[config.mk]
export PLATFORM = sky130hd
export DESIGN_NAME = i2cm_master
export DESIGN_NICKNAME = d
export VERILOG_FILES = /design/src/pkg/i2cm_pkg.sv /design/src/hw/i2cm_master.sv
export SDC_FILE = /design/constraint.sdc
export NUM_CORES = 1
export LEC_CHECK = 0
export CAP_MARGIN = 15
export CORE_MARGIN = 3
export CORE_UTILIZATION = 58
export CTS_CLUSTER_DIAMETER = 100
export CTS_CLUSTER_SIZE = 20
export DETAILED_ROUTE_END_ITERATION = 6
export DONT_BUFFER_PORTS = 1
export PLACE_DENSITY = 0.76
export SETUP_SLACK_MARGIN = 0.4
export SLEW_MARGIN = 0
export SYNTH_ARGS = -nofsm -noshare
export SYNTH_HDL_FRONTEND = slang
export SYNTH_SLANG_ARGS = --single-unit
[constraint.sdc]
create_clock -name mclk -period 3.3 [get_ports mclk]
set_input_delay 0.33 -clock mclk [delete_from_list [all_inputs] [get_ports mclk]]
set_output_delay 0.33 -clock mclk [all_outputs]
set_load 0.01 [all_outputs]
[src/pkg/i2cm_pkg.sv]
// constants, register map and carrier types of the two-wire master controller
package i2cm_pkg;
  // bus geometry
  localparam int AW = 8;
  localparam int DW = 32;
  // register byte addresses
  localparam logic [7:0] ADDR_CTRL   = 8'h00;
  localparam logic [7:0] ADDR_TARGET = 8'h04;
  localparam logic [7:0] ADDR_STAT   = 8'h08;
  localparam logic [7:0] ADDR_BUF    = 8'h0C;
  localparam logic [7:0] ADDR_IEN    = 8'h10;
  localparam logic [7:0] ADDR_TXD    = 8'h14;
  localparam logic [7:0] ADDR_RXD    = 8'h18;
  // control register fields
  localparam int CTL_BEGIN = 0;
  localparam int CTL_STOP  = 1;
  localparam int CTL_SOFT  = 2;
  // target register: direction in bit 7, address in 6:0
  localparam int DIR_BIT = 7;
  // status fields: clean finish, then the error flags
  localparam int ST_END     = 0;
  localparam int ST_OVERRUN = 1;
  localparam int ST_UNDER   = 2;
  localparam int ST_ANACK   = 3;
  localparam int ST_DNACK   = 4;
  // buffer status fields
  localparam int BUF_RXF = 0;
  localparam int BUF_RXE = 2;
  localparam int BUF_TXF = 3;
  localparam int BUF_TXE = 5;
  // interrupt enable fields beyond the status bits
  localparam int IEN_TXE = 5;
  localparam int IEN_RXF = 6;
  localparam int IEN_TXF = 7;
  // bus responses
  localparam logic [1:0] RESP_OKAY   = 2'h0;
  localparam logic [1:0] RESP_SLVERR = 2'h2;
  // line timing
  localparam int CLK_MHZ   = 100;
  localparam int T_LOW_NS  = 5000;
  localparam int T_HIGH_NS = 5000;
  localparam int LOW_CYC   = (T_LOW_NS * CLK_MHZ + 999) / 1000;
  localparam int HIGH_CYC  = (T_HIGH_NS * CLK_MHZ + 999) / 1000;
  localparam int CNT_W     = 12;
  localparam logic [CNT_W-1:0] LOW_LAST  = CNT_W'(LOW_CYC - 1);
  localparam logic [CNT_W-1:0] LOW_MID   = CNT_W'(LOW_CYC / 2);
  localparam logic [CNT_W-1:0] HIGH_LAST = CNT_W'(HIGH_CYC - 1);
  localparam logic [3:0] ACK_SLOT = 4'h8;
  localparam logic [3:0] LAST_BIT = 4'h7;
  // controller states and bit phases
  typedef enum logic [4:0] {
    SM_IDLE  = 5'b00001,
    SM_START = 5'b00010,
    SM_BYTE  = 5'b00100,
    SM_STOP  = 5'b01000,
    SM_HOLD  = 5'b10000
  } i2cm_st_t;
  typedef enum logic [2:0] {
    PH_LOW  = 3'b001,
    PH_WAIT = 3'b010,
    PH_HIGH = 3'b100
  } i2cm_ph_t;
  // shift engine state
  typedef struct packed {
    i2cm_st_t         st;
    i2cm_ph_t         ph;
    logic [CNT_W-1:0] cnt;
    logic [3:0]       bitCnt;
    logic [7:0]       sh;
    logic             sclOe;
    logic             sdaOe;
    logic             isAddr;
    logic             isRx;
    logic             err;
    logic             nack;
    logic             overrun;
  } i2cm_eng_t;
  // software visible state
  typedef struct packed {
    logic       beginXfer;
    logic       stopReq;
    logic       softClr;
    logic [7:0] target;
    logic [4:0] stat;
    logic [7:0] ien;
    logic [7:0] txHold;
    logic       txFull;
    logic [7:0] rxHold;
    logic       rxFull;
  } i2cm_regs_t;
endpackage

[src/hw/i2cm_master.sv]
// two-wire single-master controller with an AXI4-Lite register slave
`timescale 1ns/100ps
// Functional notes
// - slave holding clock low stalls the master
// - time low, release, wait high, time high
// - begin bit makes start, self-clears at address
// - address loaded, sent, acknowledge awaited
// - transmit shifts buffered bytes, fetches next ones
// - stop-request bit marks the final byte
// - after last transmit ack: restart or stop
// - after receive nack: restart or stop
// - address nack: stop and flag
// - data nack: stop and flag
// - empty transmit holding byte: stop, underflow flag
// - unread receive byte: nack, stop, overrun flag
// - error holds until status read clears it
// - receive stores bytes, nacks the last
// - soft clear finishes byte, stops, clears state
// - soft clear keeps target register
// - target: direction bit 7, address 6:0
// - clean finish set at stop, cleared at start
// - buffer flags follow data writes and reads
// - eight bits msb first plus acknowledge
module i2cm_master (
  input  wire logic                  mclk,
  input  wire logic                  nrst,
  input  wire logic                  awvalid,
  output logic                       awready,
  input  wire logic [i2cm_pkg::AW-1:0] awaddr,
  input  wire logic                  wvalid,
  output logic                       wready,
  input  wire logic [i2cm_pkg::DW-1:0] wdata,
  input  wire logic [3:0]            wstrb,
  output logic                       bvalid,
  input  wire logic                  bready,
  output logic [1:0]                 bresp,
  input  wire logic                  arvalid,
  output logic                       arready,
  input  wire logic [i2cm_pkg::AW-1:0] araddr,
  output logic                       rvalid,
  input  wire logic                  rready,
  output logic [i2cm_pkg::DW-1:0]    rdata,
  output logic [1:0]                 rresp,
  input  wire logic                  sclIn,
  output logic                       sclOut,
  output logic                       sclOe,
  input  wire logic                  sdaIn,
  output logic                       sdaOut,
  output logic                       sdaOe,
  output logic                       controllerIrqOut
);
  import i2cm_pkg::*;

  i2cm_eng_t          eng;
  i2cm_eng_t          next_eng;
  i2cm_regs_t         rf;
  i2cm_regs_t         next_rf;
  logic               sclMeta;
  logic               sclSync;
  logic               sdaMeta;
  logic               sdaSync;
  logic               next_irq;
  logic               next_awready;
  logic               next_bvalid;
  logic [1:0]         next_bresp;
  logic               next_arready;
  logic               next_rvalid;
  logic [DW-1:0]      next_rdata;
  logic [1:0]         next_rresp;
  logic               wrEn;
  logic               rdEn;

  // bus handshakes of this cycle
  assign wrEn = awvalid && awready && wvalid && wready;
  assign rdEn = arvalid && arready;

  // two-flop synchronisers for the open-drain lines
  always_ff @(posedge mclk or negedge nrst) begin
    if (!nrst) begin
      sclMeta <= 1'b1;
      sclSync <= 1'b1;
      sdaMeta <= 1'b1;
      sdaSync <= 1'b1;
    end else begin
      sclMeta <= sclIn;
      sclSync <= sclMeta;
      sdaMeta <= sdaIn;
      sdaSync <= sdaMeta;
    end
  end

  // bus slave: ready pulses once both address and data wait
  always_comb begin
    next_awready = 1'b0;
    next_bvalid  = bvalid && !bready;
    next_bresp   = bresp;
    next_arready = 1'b0;
    next_rvalid  = rvalid && !rready;
    next_rdata   = rdata;
    next_rresp   = rresp;
    if (awvalid && wvalid && !awready && !bvalid) begin
      next_awready = 1'b1;
    end
    if (wrEn) begin
      next_bvalid = 1'b1;
      next_bresp  = (awaddr inside {ADDR_CTRL, ADDR_TARGET, ADDR_STAT, ADDR_BUF,
                                    ADDR_IEN, ADDR_TXD, ADDR_RXD}) ? RESP_OKAY
                                                                    : RESP_SLVERR;
    end
    if (arvalid && !arready && !rvalid) begin
      next_arready = 1'b1;
    end
    if (rdEn) begin
      next_rvalid = 1'b1;
      next_rresp  = RESP_OKAY;
      next_rdata  = '0;
      unique case (araddr)
        ADDR_CTRL:   next_rdata[2:0] = {rf.softClr, rf.stopReq, rf.beginXfer};
        ADDR_TARGET: next_rdata[7:0] = rf.target;
        ADDR_STAT:   next_rdata[4:0] = rf.stat;
        ADDR_BUF: begin
          next_rdata[BUF_TXE] = !rf.txFull;
          next_rdata[BUF_TXF] = rf.txFull;
          next_rdata[BUF_RXE] = !rf.rxFull;
          next_rdata[BUF_RXF] = rf.rxFull;
        end
        ADDR_IEN:    next_rdata[7:0] = rf.ien;
        ADDR_TXD:    next_rdata[7:0] = rf.txHold;
        ADDR_RXD:    next_rdata[7:0] = rf.rxHold;
        default:     next_rresp = RESP_SLVERR;
      endcase
    end
  end

  always_ff @(posedge mclk or negedge nrst) begin
    if (!nrst) begin
      awready <= 1'b0;
      wready  <= 1'b0;
      bvalid  <= 1'b0;
      bresp   <= RESP_OKAY;
      arready <= 1'b0;
      rvalid  <= 1'b0;
      rdata   <= '0;
      rresp   <= RESP_OKAY;
    end else begin
      awready <= next_awready;
      wready  <= next_awready;
      bvalid  <= next_bvalid;
      bresp   <= next_bresp;
      arready <= next_arready;
      rvalid  <= next_rvalid;
      rdata   <= next_rdata;
      rresp   <= next_rresp;
    end
  end

  // controller: reads clear first, then the engine sets, then software writes
  always_comb begin
    logic drv;
    logic step;
    logic softDone;
    logic rxData;
    drv      = 1'b0;
    step     = 1'b0;
    softDone = 1'b0;
    next_eng = eng;
    next_rf  = rf;
    rxData   = eng.isRx && !eng.isAddr;
    // status read clears flags; begin bit only when an error stood
    if (rdEn && araddr == ADDR_STAT) begin
      if (|rf.stat[4:1]) begin
        next_rf.beginXfer = 1'b0;
      end
      next_rf.stat = '0;
    end
    if (rdEn && araddr == ADDR_RXD) begin
      next_rf.rxFull = 1'b0;
    end
    // level put on the data line during the low half of the slot
    unique case (eng.st)
      SM_STOP: drv = 1'b1;
      SM_BYTE: begin
        if (eng.bitCnt == ACK_SLOT) begin
          drv = rxData && !(rf.stopReq || eng.overrun || rf.softClr);
        end else begin
          drv = !rxData && !eng.sh[7];
        end
      end
      default: drv = 1'b0;
    endcase
    // bit phase timing shared by start, byte and stop
    unique case (eng.st)
      SM_IDLE: begin
        next_eng.sclOe = 1'b0;
        next_eng.sdaOe = 1'b0;
        if (rf.softClr) begin
          softDone = 1'b1;
        end else if (rf.beginXfer) begin
          next_eng.st     = SM_START;
          next_eng.ph     = PH_LOW;
          next_eng.cnt    = '0;
          next_eng.bitCnt = '0;
        end
      end
      SM_HOLD: begin
        if (rf.softClr) begin
          softDone = 1'b1;
        end else if (rdEn && araddr == ADDR_STAT) begin
          next_eng.st  = SM_IDLE;
          next_eng.err = 1'b0;
        end
      end
      default: begin
        unique case (eng.ph)
          PH_LOW: begin
            next_eng.cnt = eng.cnt + 1'b1;
            if (eng.cnt == LOW_MID) begin
              next_eng.sdaOe = drv;
            end
            if (eng.cnt == LOW_LAST) begin
              next_eng.sclOe = 1'b0;
              next_eng.ph    = PH_WAIT;
            end
          end
          PH_WAIT: begin
            if (sclSync) begin
              next_eng.ph  = PH_HIGH;
              next_eng.cnt = '0;
              if (eng.bitCnt == ACK_SLOT) begin
                next_eng.nack = sdaSync;
              end else begin
                next_eng.sh = {eng.sh[6:0], sdaSync};
              end
            end
          end
          PH_HIGH: begin
            next_eng.cnt = eng.cnt + 1'b1;
            if (eng.cnt == HIGH_LAST) begin
              next_eng.cnt = '0;
              step         = 1'b1;
            end
          end
          default: next_eng.ph = PH_LOW;
        endcase
      end
    endcase
    // end of a high period: advance the frame
    if (step) begin
      unique case (eng.st)
        SM_START: begin
          if (eng.bitCnt == '0) begin
            next_eng.sdaOe  = 1'b1;
            next_eng.bitCnt = 4'h1;
          end else begin
            next_eng.sclOe  = 1'b1;
            next_eng.st     = SM_BYTE;
            next_eng.ph     = PH_LOW;
            next_eng.bitCnt = '0;
            next_eng.isAddr = 1'b1;
            next_eng.isRx   = rf.target[DIR_BIT];
            next_eng.sh     = {rf.target[6:0], rf.target[DIR_BIT]};
            next_eng.overrun = 1'b0;
            next_rf.beginXfer   = 1'b0;
            next_rf.stat[ST_END] = 1'b0;
          end
        end
        SM_BYTE: begin
          next_eng.sclOe  = 1'b1;
          next_eng.ph     = PH_LOW;
          next_eng.bitCnt = eng.bitCnt + 1'b1;
          if (eng.bitCnt == LAST_BIT && rxData) begin
            if (next_rf.rxFull) begin
              next_eng.overrun = 1'b1;
            end else begin
              next_rf.rxHold = eng.sh;
              next_rf.rxFull = 1'b1;
            end
          end
          if (eng.bitCnt == ACK_SLOT) begin
            next_eng.bitCnt = '0;
            next_eng.isAddr = 1'b0;
            next_eng.st     = SM_STOP;
            if (eng.isAddr && eng.nack) begin
              next_rf.stat[ST_ANACK] = 1'b1;
              next_eng.err = 1'b1;
            end else if (!eng.isRx && !eng.isAddr && eng.nack) begin
              next_rf.stat[ST_DNACK] = 1'b1;
              next_eng.err = 1'b1;
            end else if (eng.overrun) begin
              next_rf.stat[ST_OVERRUN] = 1'b1;
              next_eng.err = 1'b1;
            end else if (rf.softClr) begin
              next_eng.st = SM_STOP;
            end else if (!eng.isAddr && rf.stopReq) begin
              next_rf.stopReq = 1'b0;
              next_eng.st = rf.beginXfer ? SM_START : SM_STOP;
            end else if (eng.isRx) begin
              next_eng.st = SM_BYTE;
            end else if (rf.txFull) begin
              next_eng.st    = SM_BYTE;
              next_eng.sh    = rf.txHold;
              next_rf.txFull = 1'b0;
            end else begin
              next_rf.stat[ST_UNDER] = 1'b1;
              next_eng.err = 1'b1;
            end
          end
        end
        default: begin
          next_eng.sdaOe = 1'b0;
          if (eng.err) begin
            next_eng.st = SM_HOLD;
          end else if (rf.softClr) begin
            softDone = 1'b1;
          end else begin
            next_eng.st = SM_IDLE;
            next_rf.stat[ST_END] = 1'b1;
          end
        end
      endcase
    end
    // soft clear wipes control, status and engine, keeps the target
    if (softDone) begin
      next_eng.st      = SM_IDLE;
      next_eng.ph      = PH_LOW;
      next_eng.cnt     = '0;
      next_eng.bitCnt  = '0;
      next_eng.err     = 1'b0;
      next_eng.overrun = 1'b0;
      next_eng.sclOe   = 1'b0;
      next_eng.sdaOe   = 1'b0;
      next_rf.beginXfer = 1'b0;
      next_rf.stopReq  = 1'b0;
      next_rf.softClr  = 1'b0;
      next_rf.stat     = '0;
    end
    // software writes
    if (wrEn && wstrb[0]) begin
      unique case (awaddr)
        ADDR_CTRL: begin
          next_rf.beginXfer = wdata[CTL_BEGIN];
          next_rf.stopReq   = wdata[CTL_STOP];
          next_rf.softClr   = wdata[CTL_SOFT];
        end
        ADDR_TARGET: next_rf.target = wdata[7:0];
        ADDR_IEN:    next_rf.ien = wdata[7:0];
        ADDR_TXD: begin
          if (!rf.txFull) begin
            next_rf.txHold = wdata[7:0];
            next_rf.txFull = 1'b1;
          end
        end
        default: next_rf.ien = next_rf.ien;
      endcase
    end
    // interrupt from every enabled flag
    next_irq = |(rf.stat & rf.ien[4:0])
             | (rf.ien[IEN_TXE] & !rf.txFull)
             | (rf.ien[IEN_RXF] & rf.rxFull)
             | (rf.ien[IEN_TXF] & rf.txFull);
  end

  always_ff @(posedge mclk or negedge nrst) begin
    if (!nrst) begin
      eng <= '{st: SM_IDLE, ph: PH_LOW, default: '0};
      rf  <= '0;
      controllerIrqOut <= 1'b0;
      sclOut <= 1'b0;
      sdaOut <= 1'b0;
    end else begin
      eng <= next_eng;
      rf  <= next_rf;
      controllerIrqOut <= next_irq;
      sclOut <= 1'b0;
      sdaOut <= 1'b0;
    end
  end

  assign sclOe = eng.sclOe;
  assign sdaOe = eng.sdaOe;
endmodule // i2cm_master

* Yosys cells after proc, flatten, opt, wreduce, memory -nomap -nowiden
Index checks and enable logic that the tools add are counted.
** Word-level totals
- Register bits after elaboration :: 102
- Latch bits :: 0
- Bits in writable memories :: 0
- Memory bits (read-only) :: 0
- Input port bits :: 61
- Output and inout bits :: 46
- Word-level logic and storage cells :: 288
- Memories kept :: 0
** Operators by class
- $add $sub $neg :: 2
- $mul :: 0
- Divide/modulo/power cells :: 0
- Magnitude comparators :: 0
- Equality and inequality tests :: 33
- Shifts and indexed selects :: 0
- Mux-type cells :: 149
- Bitwise logic cells :: 11
- Reduce and logical (&&, ||, !) cells :: 59
** Operators by type and width (number)
- 8-bit two-way mux :: 14
- 1-bit two-way mux :: 72
- 24-bit two-way mux :: 3
- 8-bit by 5-bit equality test with 1-bit output, second input constant :: 6
- 4-bit two-way mux :: 11
- 5-bit two-way mux :: 8
- 12-bit case mux with 3 select lines :: 1
- 8-bit by 4-bit equality test with 1-bit output, second input constant :: 4
- 15-bit case mux with 2 select lines :: 1
- 9-bit two-way mux :: 3
- 13-bit case mux with 2 select lines :: 1
- 12-bit two-way mux :: 2
- 1-bit logical AND :: 22
- 10-bit two-way mux :: 2
- 5-bit case mux with 2 select lines :: 2
- 17-bit two-way mux :: 1
- 8-bit by 3-bit equality test with 1-bit output, second input constant :: 2
- 8-bit logical NOT :: 2
- 2-bit two-way mux :: 8
- 15-bit two-way mux :: 1
- 3-bit inequality test, second input constant :: 5
- 1-bit case mux with 7 select lines :: 2
- 1-bit logical NOT :: 13
- 12-bit by 1-bit adder with 12-bit output, second input constant :: 1
- other kinds (42) :: 67

* Longest topological paths before layout
Gate-level depths: netlist of run 1.
- Depth after elaboration :: 16
- Depth in mapped cells :: 9
- Gate-level depth less buffers :: 8

* Worst setup path before layout of run 1
OpenSTA, ideal clock, no wires.
- Path type :: input to register
- From :: input awaddr[0] (netlist bit)
- To :: register rf[18] (netlist bit)
- Data arrival time :: 2.235 ns
- Required time :: 3.175 ns
- Setup slack :: 0.940 ns
- Cell stages on the path :: 5
- Cell sequence :: or4_4 -> or4_4 -> or3b_1 -> buf_6 -> mux2_4
** Between the ends
- Cells in the longest elaborated chain, start to end :: 2
** Ends and longest elaborated chain
- from (decl) :: RTL line i2cm_master.sv:29 : input wire logic [i2cm_pkg::AW-1:0] awaddr,
- 8-bit by 5-bit equality test with 1-bit output :: RTL line i2cm_master.sv:339 : unique case (awaddr)
- 2-bit AND reduction (no line)
- to (signal assigned) :: RTL line i2cm_master.sv:372 : rf <= next_rf;
- to (decl) :: RTL line i2cm_master.sv:56 : i2cm_regs_t rf;
Every way passes these cells.
A chain may end at the register's enable or synchronous reset.

* Worst setup path after layout of run 1
- From :: register eng[32] (netlist bit)
- To :: register eng[3] (netlist bit)
** Between the ends
- Cells in the longest elaborated chain, start to end :: 4
** Ends and longest elaborated chain
- from (decl) :: RTL line i2cm_master.sv:54 : i2cm_eng_t eng;
- from (signal assigned) :: RTL line i2cm_master.sv:371 : eng <= next_eng;
- 3-bit equality test :: RTL line i2cm_master.sv:214 : unique case (eng.ph)
- 1-bit two-way mux :: RTL line i2cm_master.sv:214
- 1-bit two-way mux :: RTL line i2cm_master.sv:192 : unique case (eng.st)
- 3-bit AND reduction (no line)
Every way passes these cells.

==> qor.yml, run 1 <==
status:
  status: "complete, no violations"
placement:
  portBuffers: 0
  hpwl_mm: 9.27
  dp.cells: 634
  gp_congestion: 0.930
timing:
  fin_crit_sh_pct: 80.1
  clock_skew_ns: 0.0114
  finalHoldViolations: 0
  maxSlewHeadroom_pct: 48.2
  fin_tns_setup_ns: 0
  drv_slew: 0
  period_needed_ns: 2.64
  setup_viol: 0
  tightest_slew_ns: 0.777
  rsz0062_at_grt: "false"
  fmax_ghz: 0.378
run:
  maxCapViolations: 0
floorplanning:
  rows: 34
  die_height_microns: 103
  die-area_sq_um: 10600
  die_x_microns: 103
  io_pins: 107
  start_util_pct: 61.0
  design.core.area_sq_um: 8930
routing:
  drc_errors: 0
  wirelength_mm: 12.6
  first_iter_violations: 238
  vias_per_cell: 6.46
  wl_per_cell_microns: 19.2
  num_vias: 4224
  ant_nets: 0
  detail_route.first_pass.iterations: 5
hold_path:
  hp-class: "input pin to flip-flop"
power_and_ir_drop:
  switchingPower_w: 0.000613
  pwr-share-clk_pct: 32.7
  vdd_drop_max_mv: 0.225
  cellLeakagePower_nw: 2.49
  sw_frac_of_total_pct: 27.5
  power_density_nw_per_um2: 393
  p_int_w: 0.00161
  seqPwrFrac_pct: 59.3
  combinationalPowerShare_pct: 8.0
worst_setup_path:
  cp_max_fo: 10
  cp_top_family: "simple AND/OR/NAND/NOR gates"
  critical_path_class: "flip-flop to flip-flop"
  critPathSlowestCell: "or3b_2"
  cp-start-kind: "flip-flop"
  critical_path_arrival_ns: 2.89
  slowest_delay_ns: 0.51
  cp-end-kind: "flip-flop"
  r2r_slack_ns: 0.66
  cp.buffers_inverters: 0
  required_ns: 3.55
  crit_chain: "or3b_2, nor4_4, nand2_1, nor2_2, mux2_2"
clock_network:
  cts_buffers: 9
  clock_latency_ns: 0.36
  cts_resized: 0
  htree_levels: 3
  cts.sinks: 100
  clk_pin_slew_ns: 0.10
  root_buffer: "clkbuf_8"
  cts_tree: "built"
  post_cts_buffers: 0
  clock_path_buffers: 2
yosys:
  synth_flop_cell: "dfrtp_1"
  synth.distinct_cells: 72
  synth_top_cell_by_area: "dfrtp_1"
  synth_seq_cells: 100
  synth_top_area_share_pct: 43.1
  netlist_area_sq_um: 5450
  yosysSeqAreaShare_pct: 46.0
  synth_edf_count: 0
  synth_warnings: 0
  netlist_instances: 543
  syn_area_per_cell_sq_um: 10.0
  synth_top_cells_by_area: "dfrtp_1, mux2_2, o21ai_0, buf_4, nor2_1"
  synth_async_sr_flop_share_pct: 100
global_route:
  grt_pass1_wl_mm: 20.6
  gr-total-overflow: 0
  grt_usage_pct: 24.8
  grt_start_max_net_pins: 101
  grt_pass1_vias: 3967
  antenna_found_initial: 0
finish:
  nets: 606
  final_core_utilization_pct: 63.4
  fin_cells: 654
  area_growth_pct: 3.86
  antennaDiodeCount: 0
  drive_gt1_share_pct: 14.1
==> cells in the final DEF, fill, tap and decap left out, types with 12 or more instances in the layout <==
cell	count
mux2_2	28
nor3_1	16
mux2i_1	13
a22oi_1	12
nand2_1	34
a21oi_1	15
conb_1	28
dfrtp_1	94
o21ai_0	52
nor2_1	45
nand3_1	18
==> registers in the layout, summed over array words and instances, names as in the netlist <==
register	count
sclMeta	1
sdaSync	1
rf	42
rvalid	1
bvalid	1
sdaOe	1
wready	1
rresp	1
arready	1
sclSync	1
eng	37
sclOe	1
rdata	8
controllerIrqOut	1
bresp	1
sdaMeta	1
==> logic make-up after synthesis <==
group | share of synthesized area, %
XOR/XNOR | 0.321
multiplexers | 10.8
flip-flops | 46.0
buffers and inverters | 6.29
AO/OA/AOI/OAI | 16.2
adder cells (fa/ha/maj) | 0.918
other | 0.0688
AND/OR/NAND/NOR | 19.3
==> power groups by stage <==
stage	clock (W)	combinational, W	sequential [W]
2_1_floorplan	0	0.000168	0.00132
3_3_place_gp	0	0.000142	0.00134
3_5_place_dp	0	0.000147	0.00134
4_1_cts	0.000753	0.000178	0.00132
5_1_grt	0.000798	0.000203	0.00133
6_report	0.000729	0.000177	0.00132
==> cell usage after synthesis (all sizes together), types with 12 or more instances <==
master  count
a21oi      15
a22oi      12
mux2       36
dfrtp      94
mux2i      13
nand3      18
nor3       18
clkbuf     16
nor2       46
o21ai      52
nand2      34
buf        33
==> per-layer routing <==
metal | GRT usage [%] | routed length (microns) | vias to the layer above
li1 | - | - | 1956
met1 | 34.2 | 5420 | 2074
met5 | 0 | 0 | -
met3 | 4.53 | 843 | 16
met4 | 5.78 | 146 | 0
met2 | 40.8 | 6140 | 178
==> through the flow <==
step | setup WS, ns | instance area (sq um) | total power [W] | hold WS, ns
2_1_floorplan | 0.940 | 5550 | 0.00149 | 0.0344
3_3_place_gp | 0.685 | 5420 | 0.00148 | 0.0367
3_5_place_dp | 0.692 | 5420 | 0.00149 | 0.0377
4_1_cts | 0.657 | 5660 | 0.00225 | 0.0525
5_1_grt | 0.488 | 5660 | 0.00233 | 0.0488
6_report | 0.656 | 5660 | 0.00223 | 0.0575
==> worst paths after layout <==
kind                                   startpoint                  to  cells past startpoint
worst max-delay path            eng[32]$_DFF_PN0_  eng[3]$_DFFE_PN0P_                      5
worst min-delay path                       rready    rvalid$_DFF_PN0_                      1
worst max register to register  eng[32]$_DFF_PN0_  eng[3]$_DFFE_PN0P_                      5
worst min register to register  sclMeta$_DFF_PN1_   sclSync$_DFF_PN1_                      0
max in group asynchronous                    nrst   sclSync$_DFF_PN1_                      2
min in group asynchronous                    nrst  rf[36]$_DFFE_PN0P_                      2
==> repair_timing <==
| item | in CTS | in global routing |
|---|---|---|
| setup endpoints to repair | 0 | 0 |
| hold endpoints to repair | 102 | 0 |
| hold buffers | 4 | 0 |
==> layout make-up <==
class / count / area [sq um]
clock buffer: 9 / 124
timing repair buffer: 9 / 95.1
sequential: 100 / 2510
fill: 715 / 3270
clock inverter: 7 / 60.1
multi-input combinational: 411 / 2700
tap: 108 / 135
inverter: 10 / 37.5
Power figures use the tool's default switching activity.
==> run 2: changes to the inputs <==
Clock period 3.3 ns to 2.65 ns, I/O delays scaled along.
==> qor.yml, run 2 (same netlist as run 1, synthesis figures left out) <==
finish:
  antennaDiodeCount: 0
  regArea_sq_um: 2510
  drive_gt1_share_pct: 20.3
  final_common_cell: "dfrtp_1"
  largest_register: "rf"
  nets: 636
  fin_cells: 684
  nFillCells: 660
  reg_top3: "rf x42, eng x37, rdata x8"
  area_growth_pct: 10.4
  largest_reg_flops: 42
  final_cell_mix: "dfrtp_1, o21ai_0, nor2_1, nand2_1, buf_4"
  multiInputGateArea_sq_um: 2820
global_route:
  grt_start_max_net_pins: 101
  gr-total-overflow: 0
  antenna_found_initial: 0
  grt_pass1_wl_mm: 21.9
  grt_usage_pct: 26.8
  grt_pass1_vias: 4239
timing:
  setup_slack_ns: 0.444
  setup_viol: 0
  rsz0062_at_grt: "true"
  clock_skew_ns: 0.0106
  fmax_ghz: 0.453
  whs_ns: -0.429
  period_needed_ns: 2.21
  finalHoldViolations: 100
  maxSlewHeadroom_pct: 48.8
  fin_tns_setup_ns: 0
  tightest_slew_ns: 0.762
  drv_slew: 0
  fin_crit_sh_pct: 83.3
hold_path:
  hp-class: "input pin to async pin"
routing:
  vias_per_cell: 6.58
  num_vias: 4502
  detail_route.first_pass.iterations: 5
  wirelength_mm: 13.8
  wl_per_cell_microns: 20.1
  ant_nets: 0
  drc_errors: 0
  first_iter_violations: 496
worst_setup_path:
  cp-end-kind: "flip-flop"
  cp-start-kind: "flip-flop"
  critical_path_arrival_ns: 2.50
  cp.buffers_inverters: 2
  required_ns: 2.94
  cp_common_cell: "buf_4"
  slowest_delay_ns: 0.52
  cp_max_fo: 8
  critPathSlowestCell: "or4_1"
  crit_chain: "ha_2, nand3b_1, buf_4, nor4_4, buf_4, or3_4, or4_1, o211ai_1"
  critical_path_class: "flip-flop to flip-flop"
  cp_top_family: "simple AND/OR/NAND/NOR gates"
  r2r_slack_ns: 0.44
floorplanning:
  die_x_microns: 103
  die_height_microns: 103
  rows: 34
  design.core.area_sq_um: 8930
  io_pins: 107
  start_util_pct: 61.0
  die-area_sq_um: 10600
placement:
  gp_congestion: 0.917
  pre_cts_ws_ns: 0.161
  hpwl_mm: 9.68
  portBuffers: 0
  dp.cells: 645
clock_network:
  clk_pin_slew_ns: 0.10
  cts_buffers: 9
  root_buffer: "clkbuf_8"
  clock_latency_ns: 0.38
  cts.sinks: 100
  cts_hold_buf: 7
  clock_path_buffers: 2
  htree_levels: 3
  cts_tree: "built"
power_and_ir_drop:
  cellLeakagePower_nw: 2.67
  power_density_nw_per_um2: 470
  vdd_drop_max_mv: 0.242
status:
  violations: "hold timing"
  status: "finished with violations"
run:
  maxCapViolations: 0
[run 2: layout make-up]
cell class                 count  area share, %
timing repair buffer          38           5.45
inverter                      10          0.624
clock buffer                   9           2.06
tap                          108           2.25
sequential                   100           41.7
clock inverter                 7           1.10
multi-input combinational    412           46.8
[run 2: repair_timing]
action                                  in CTS  in global routing
gates resized for setup                      9                 11
pin swaps                                    3                  6
cloned                                       1                  0
endpoints found under the setup margin      50                 55
setup buffers                                3                 12
endpoints found under the hold margin      107                100
[run 2: through the flow]
stage	total power [W]	instance area (sq um)	utilization, %	hold slack [ns]
2_1_floorplan	0.00186	5580	-	-0.0306
3_3_place_gp	0.00185	5510	61.7	-0.0285
3_5_place_dp	0.00186	5510	61.7	-0.0284
4_1_cts	0.00284	5870	65.7	-0.446
5_1_grt	0.00294	6020	67.4	-0.460
6_report	0.00283	6020	67.4	-0.429
[run 2: power breakdown]
group	leakage, nW	internal (W)	switching [W]
logic	1.24	0.0000885	0.000128
clock network	0.0986	0.000369	0.000596
registers	1.33	0.00158	0.0000658
total	2.67	0.00204	0.000790
[run 2: layer usage]
layer	track usage (%)	vias to the layer above	share of wire, %
met4	7.97	0	1.8
li1	-	2011	-
met5	0	-	0
met1	35.8	2205	42
met2	44.5	255	49
met3	5.41	31	7.8
[run 2: path summary, 6_finish.rpt]
check                               startpoint                   to  depth (start not counted)
min reg2reg                  sclMeta$_DFF_PN1_    sclSync$_DFF_PN1_                          0
max reg2reg                eng[19]$_DFFE_PN0P_  eng[23]$_DFFE_PN0P_                          8
min in group mclk                       wvalid     wready$_DFF_PN0_                          2
min                                       nrst   rf[23]$_DFFE_PN0P_                          0
max in group asynchronous                 nrst    eng[31]$_DFF_PN1_                          0
max                        eng[19]$_DFFE_PN0P_  eng[23]$_DFFE_PN0P_                          8
==> run 3: changes to the inputs <==
Settings changed: PLACE_DENSITY 0.76 to 0.78.
Clock period 2.65 ns to 1.9 ns, I/O delays scaled along.
==> qor.yml, run 3 (same netlist as run 1, synthesis figures left out) <==
status:
  status: "finished with violations"
  violations: "hold timing, setup timing"
finish:
  antennaDiodeCount: 0
  reg_top3: "rf x42, eng x37, rdata x8"
  drive_gt1_share_pct: 45.8
  nets: 752
  largest_reg_flops: 42
  area_growth_pct: 41.5
  final_cell_mix: "buf_4, dfrtp_1, mux2_4, nor2_1, conb_1"
  largest_register: "rf"
  final_core_utilization_pct: 86.3
  final_common_cell: "buf_4"
worst_setup_path:
  r2r-end: "eng[23]$_DFFE_PN0P_"
  cp-end-kind: "flip-flop"
  reg2reg_depth: 7
  slowest_delay_ns: 0.51
  reg2reg_from: "eng[19]$_DFFE_PN0P_"
  cp.buffers_inverters: 1
  critical_path_arrival_ns: 2.40
  cp_top_family: "simple AND/OR/NAND/NOR gates"
  cp-start-kind: "flip-flop"
  critical_path_class: "flip-flop to flip-flop"
  required_ns: 2.19
  crit_chain: "ha_2, nand3b_1, nor4_4, buf_4, or3_4, or4_4, o211ai_1"
  r2r_slack_ns: -0.22
  critPathSlowestCell: "or4_4"
  cp_max_fo: 2
global_route:
  gr-total-overflow: 0
  antenna_found_initial: 1
  grt_pass1_vias: 5092
  grt_usage_pct: 32.3
  grt_start_max_net_pins: 101
  grt_pass1_wl_mm: 26.3
placement:
  hpwl_mm: 11.1
  gp_congestion: 0.940
  portBuffers: 0
clock_network:
  clock_latency_ns: 0.39
  htree_levels: 3
  cts_buffers: 9
  cts_hold_buf: 15
  root_buffer: "clkbuf_8"
  cts.sinks: 100
  cts_tree: "built"
  clk_pin_slew_ns: 0.13
  clock_path_buffers: 2
hold_path:
  hp-class: "input pin to async pin"
floorplanning:
  io_pins: 107
  die-area_sq_um: 10600
  die_height_microns: 103
  start_util_pct: 61.0
  design.core.area_sq_um: 8930
  die_x_microns: 103
  rows: 34
power_and_ir_drop:
  seqPwrFrac_pct: 53.6
  sw_frac_of_total_pct: 29.6
  total_power_w: 0.00426
  pwr-share-clk_pct: 32.1
  p_int_w: 0.00300
  vdd_drop_max_mv: 0.550
  switchingPower_w: 0.00126
  power_density_nw_per_um2: 552
  cellLeakagePower_nw: 3.48
  combinationalPowerShare_pct: 14.3
timing:
  setup_slack_ns: -0.218
  tightest_slew_ns: 0.546
  fin_crit_sh_pct: 111
  drv_slew: 0
  rsz0062_at_grt: "true"
  period_needed_ns: 2.12
  finalHoldViolations: 100
  clock_skew_ns: 0.0248
  maxSlewHeadroom_pct: 63.3
  setup_viol: 57
  fmax_ghz: 0.472
  whs_ns: -0.527
run:
  maxCapViolations: 0
routing:
  first_iter_violations: 674
  drc_errors: 0
  ant_nets: 0
  vias_per_cell: 6.66
  wl_per_cell_microns: 23.4
  num_vias: 5326
  wirelength_mm: 18.8
  detail_route.first_pass.iterations: 6
[run 3: how the worst max path moves through the flow]
stage,from,end,cells after the start
floorplan,eng[32]$_DFF_PN0_,rf[2]$_DFFE_PN0P_,6
global placement,awaddr[0],rf[22]$_DFFE_PN0P_,5
detailed placement,awaddr[0],rf[24]$_DFFE_PN0P_,5
CTS,eng[32]$_DFF_PN0_,rf[1]$_DFFE_PN0P_,7
global route,eng[19]$_DFFE_PN0P_,rf[1]$_DFFE_PN0P_,9
finish,eng[19]$_DFFE_PN0P_,eng[23]$_DFFE_PN0P_,7
[run 3: power by group through the flow]
stage	sequential [W]	combinational, W	clock (W)
finish	0.00228	0.000609	0.00137
global route	0.00229	0.000641	0.00147
CTS	0.00227	0.000527	0.00133
detailed placement	0.00231	0.000395	0
global placement	0.00231	0.000381	0
floorplan	0.00229	0.000332	0
[run 3: stage by stage]
| step | worst slack [ns] | hold WS (ns) | std cells | area (sq um) | TNS (ns) |
|---|---|---|---|---|---|
| 2_1_floorplan | -0.317 | -0.106 | 570 | 5770 | -12.07 |
| 4_1_cts | -0.134 | -0.508 | 784 | 7290 | -2.46 |
| 6_report | -0.218 | -0.527 | 800 | 7710 | -6.74 |
| 3_3_place_gp | -0.324 | -0.103 | 731 | 6350 | -10.46 |
| 3_5_place_dp | -0.331 | -0.103 | 731 | 6350 | -13.40 |
| 5_1_grt | -0.281 | -0.540 | 800 | 7710 | -10.82 |
[run 3: per-layer routing]
| metal | GRT usage, % | wire length, microns | vias up |
|---|---|---|---|
| met4 | 9.76 | 721 | 2 |
| met5 | 0 | 11 | - |
| met1 | 45.3 | 7300 | 2624 |
| li1 | - | - | 2247 |
| met2 | 52.0 | 9070 | 367 |
| met3 | 4.94 | 1650 | 86 |
[run 3: final cells by class]
class	count	area, sq um
multi-input cells	411	3460
flip-flops and latches	100	2510
clock inverters	6	60.1
inverters	10	37.5
well taps	108	135
clock buffers	10	128
fillers	414	1220
repair buffers	155	1380
[run 3: timing repair]
action                                  CTS  global route
endpoints found under the setup margin   83            83
hold endpoints to repair                133           100
resized for setup                       116            75
pin swaps                                32            21
setup buffers                            20            16
cloned                                    2             0
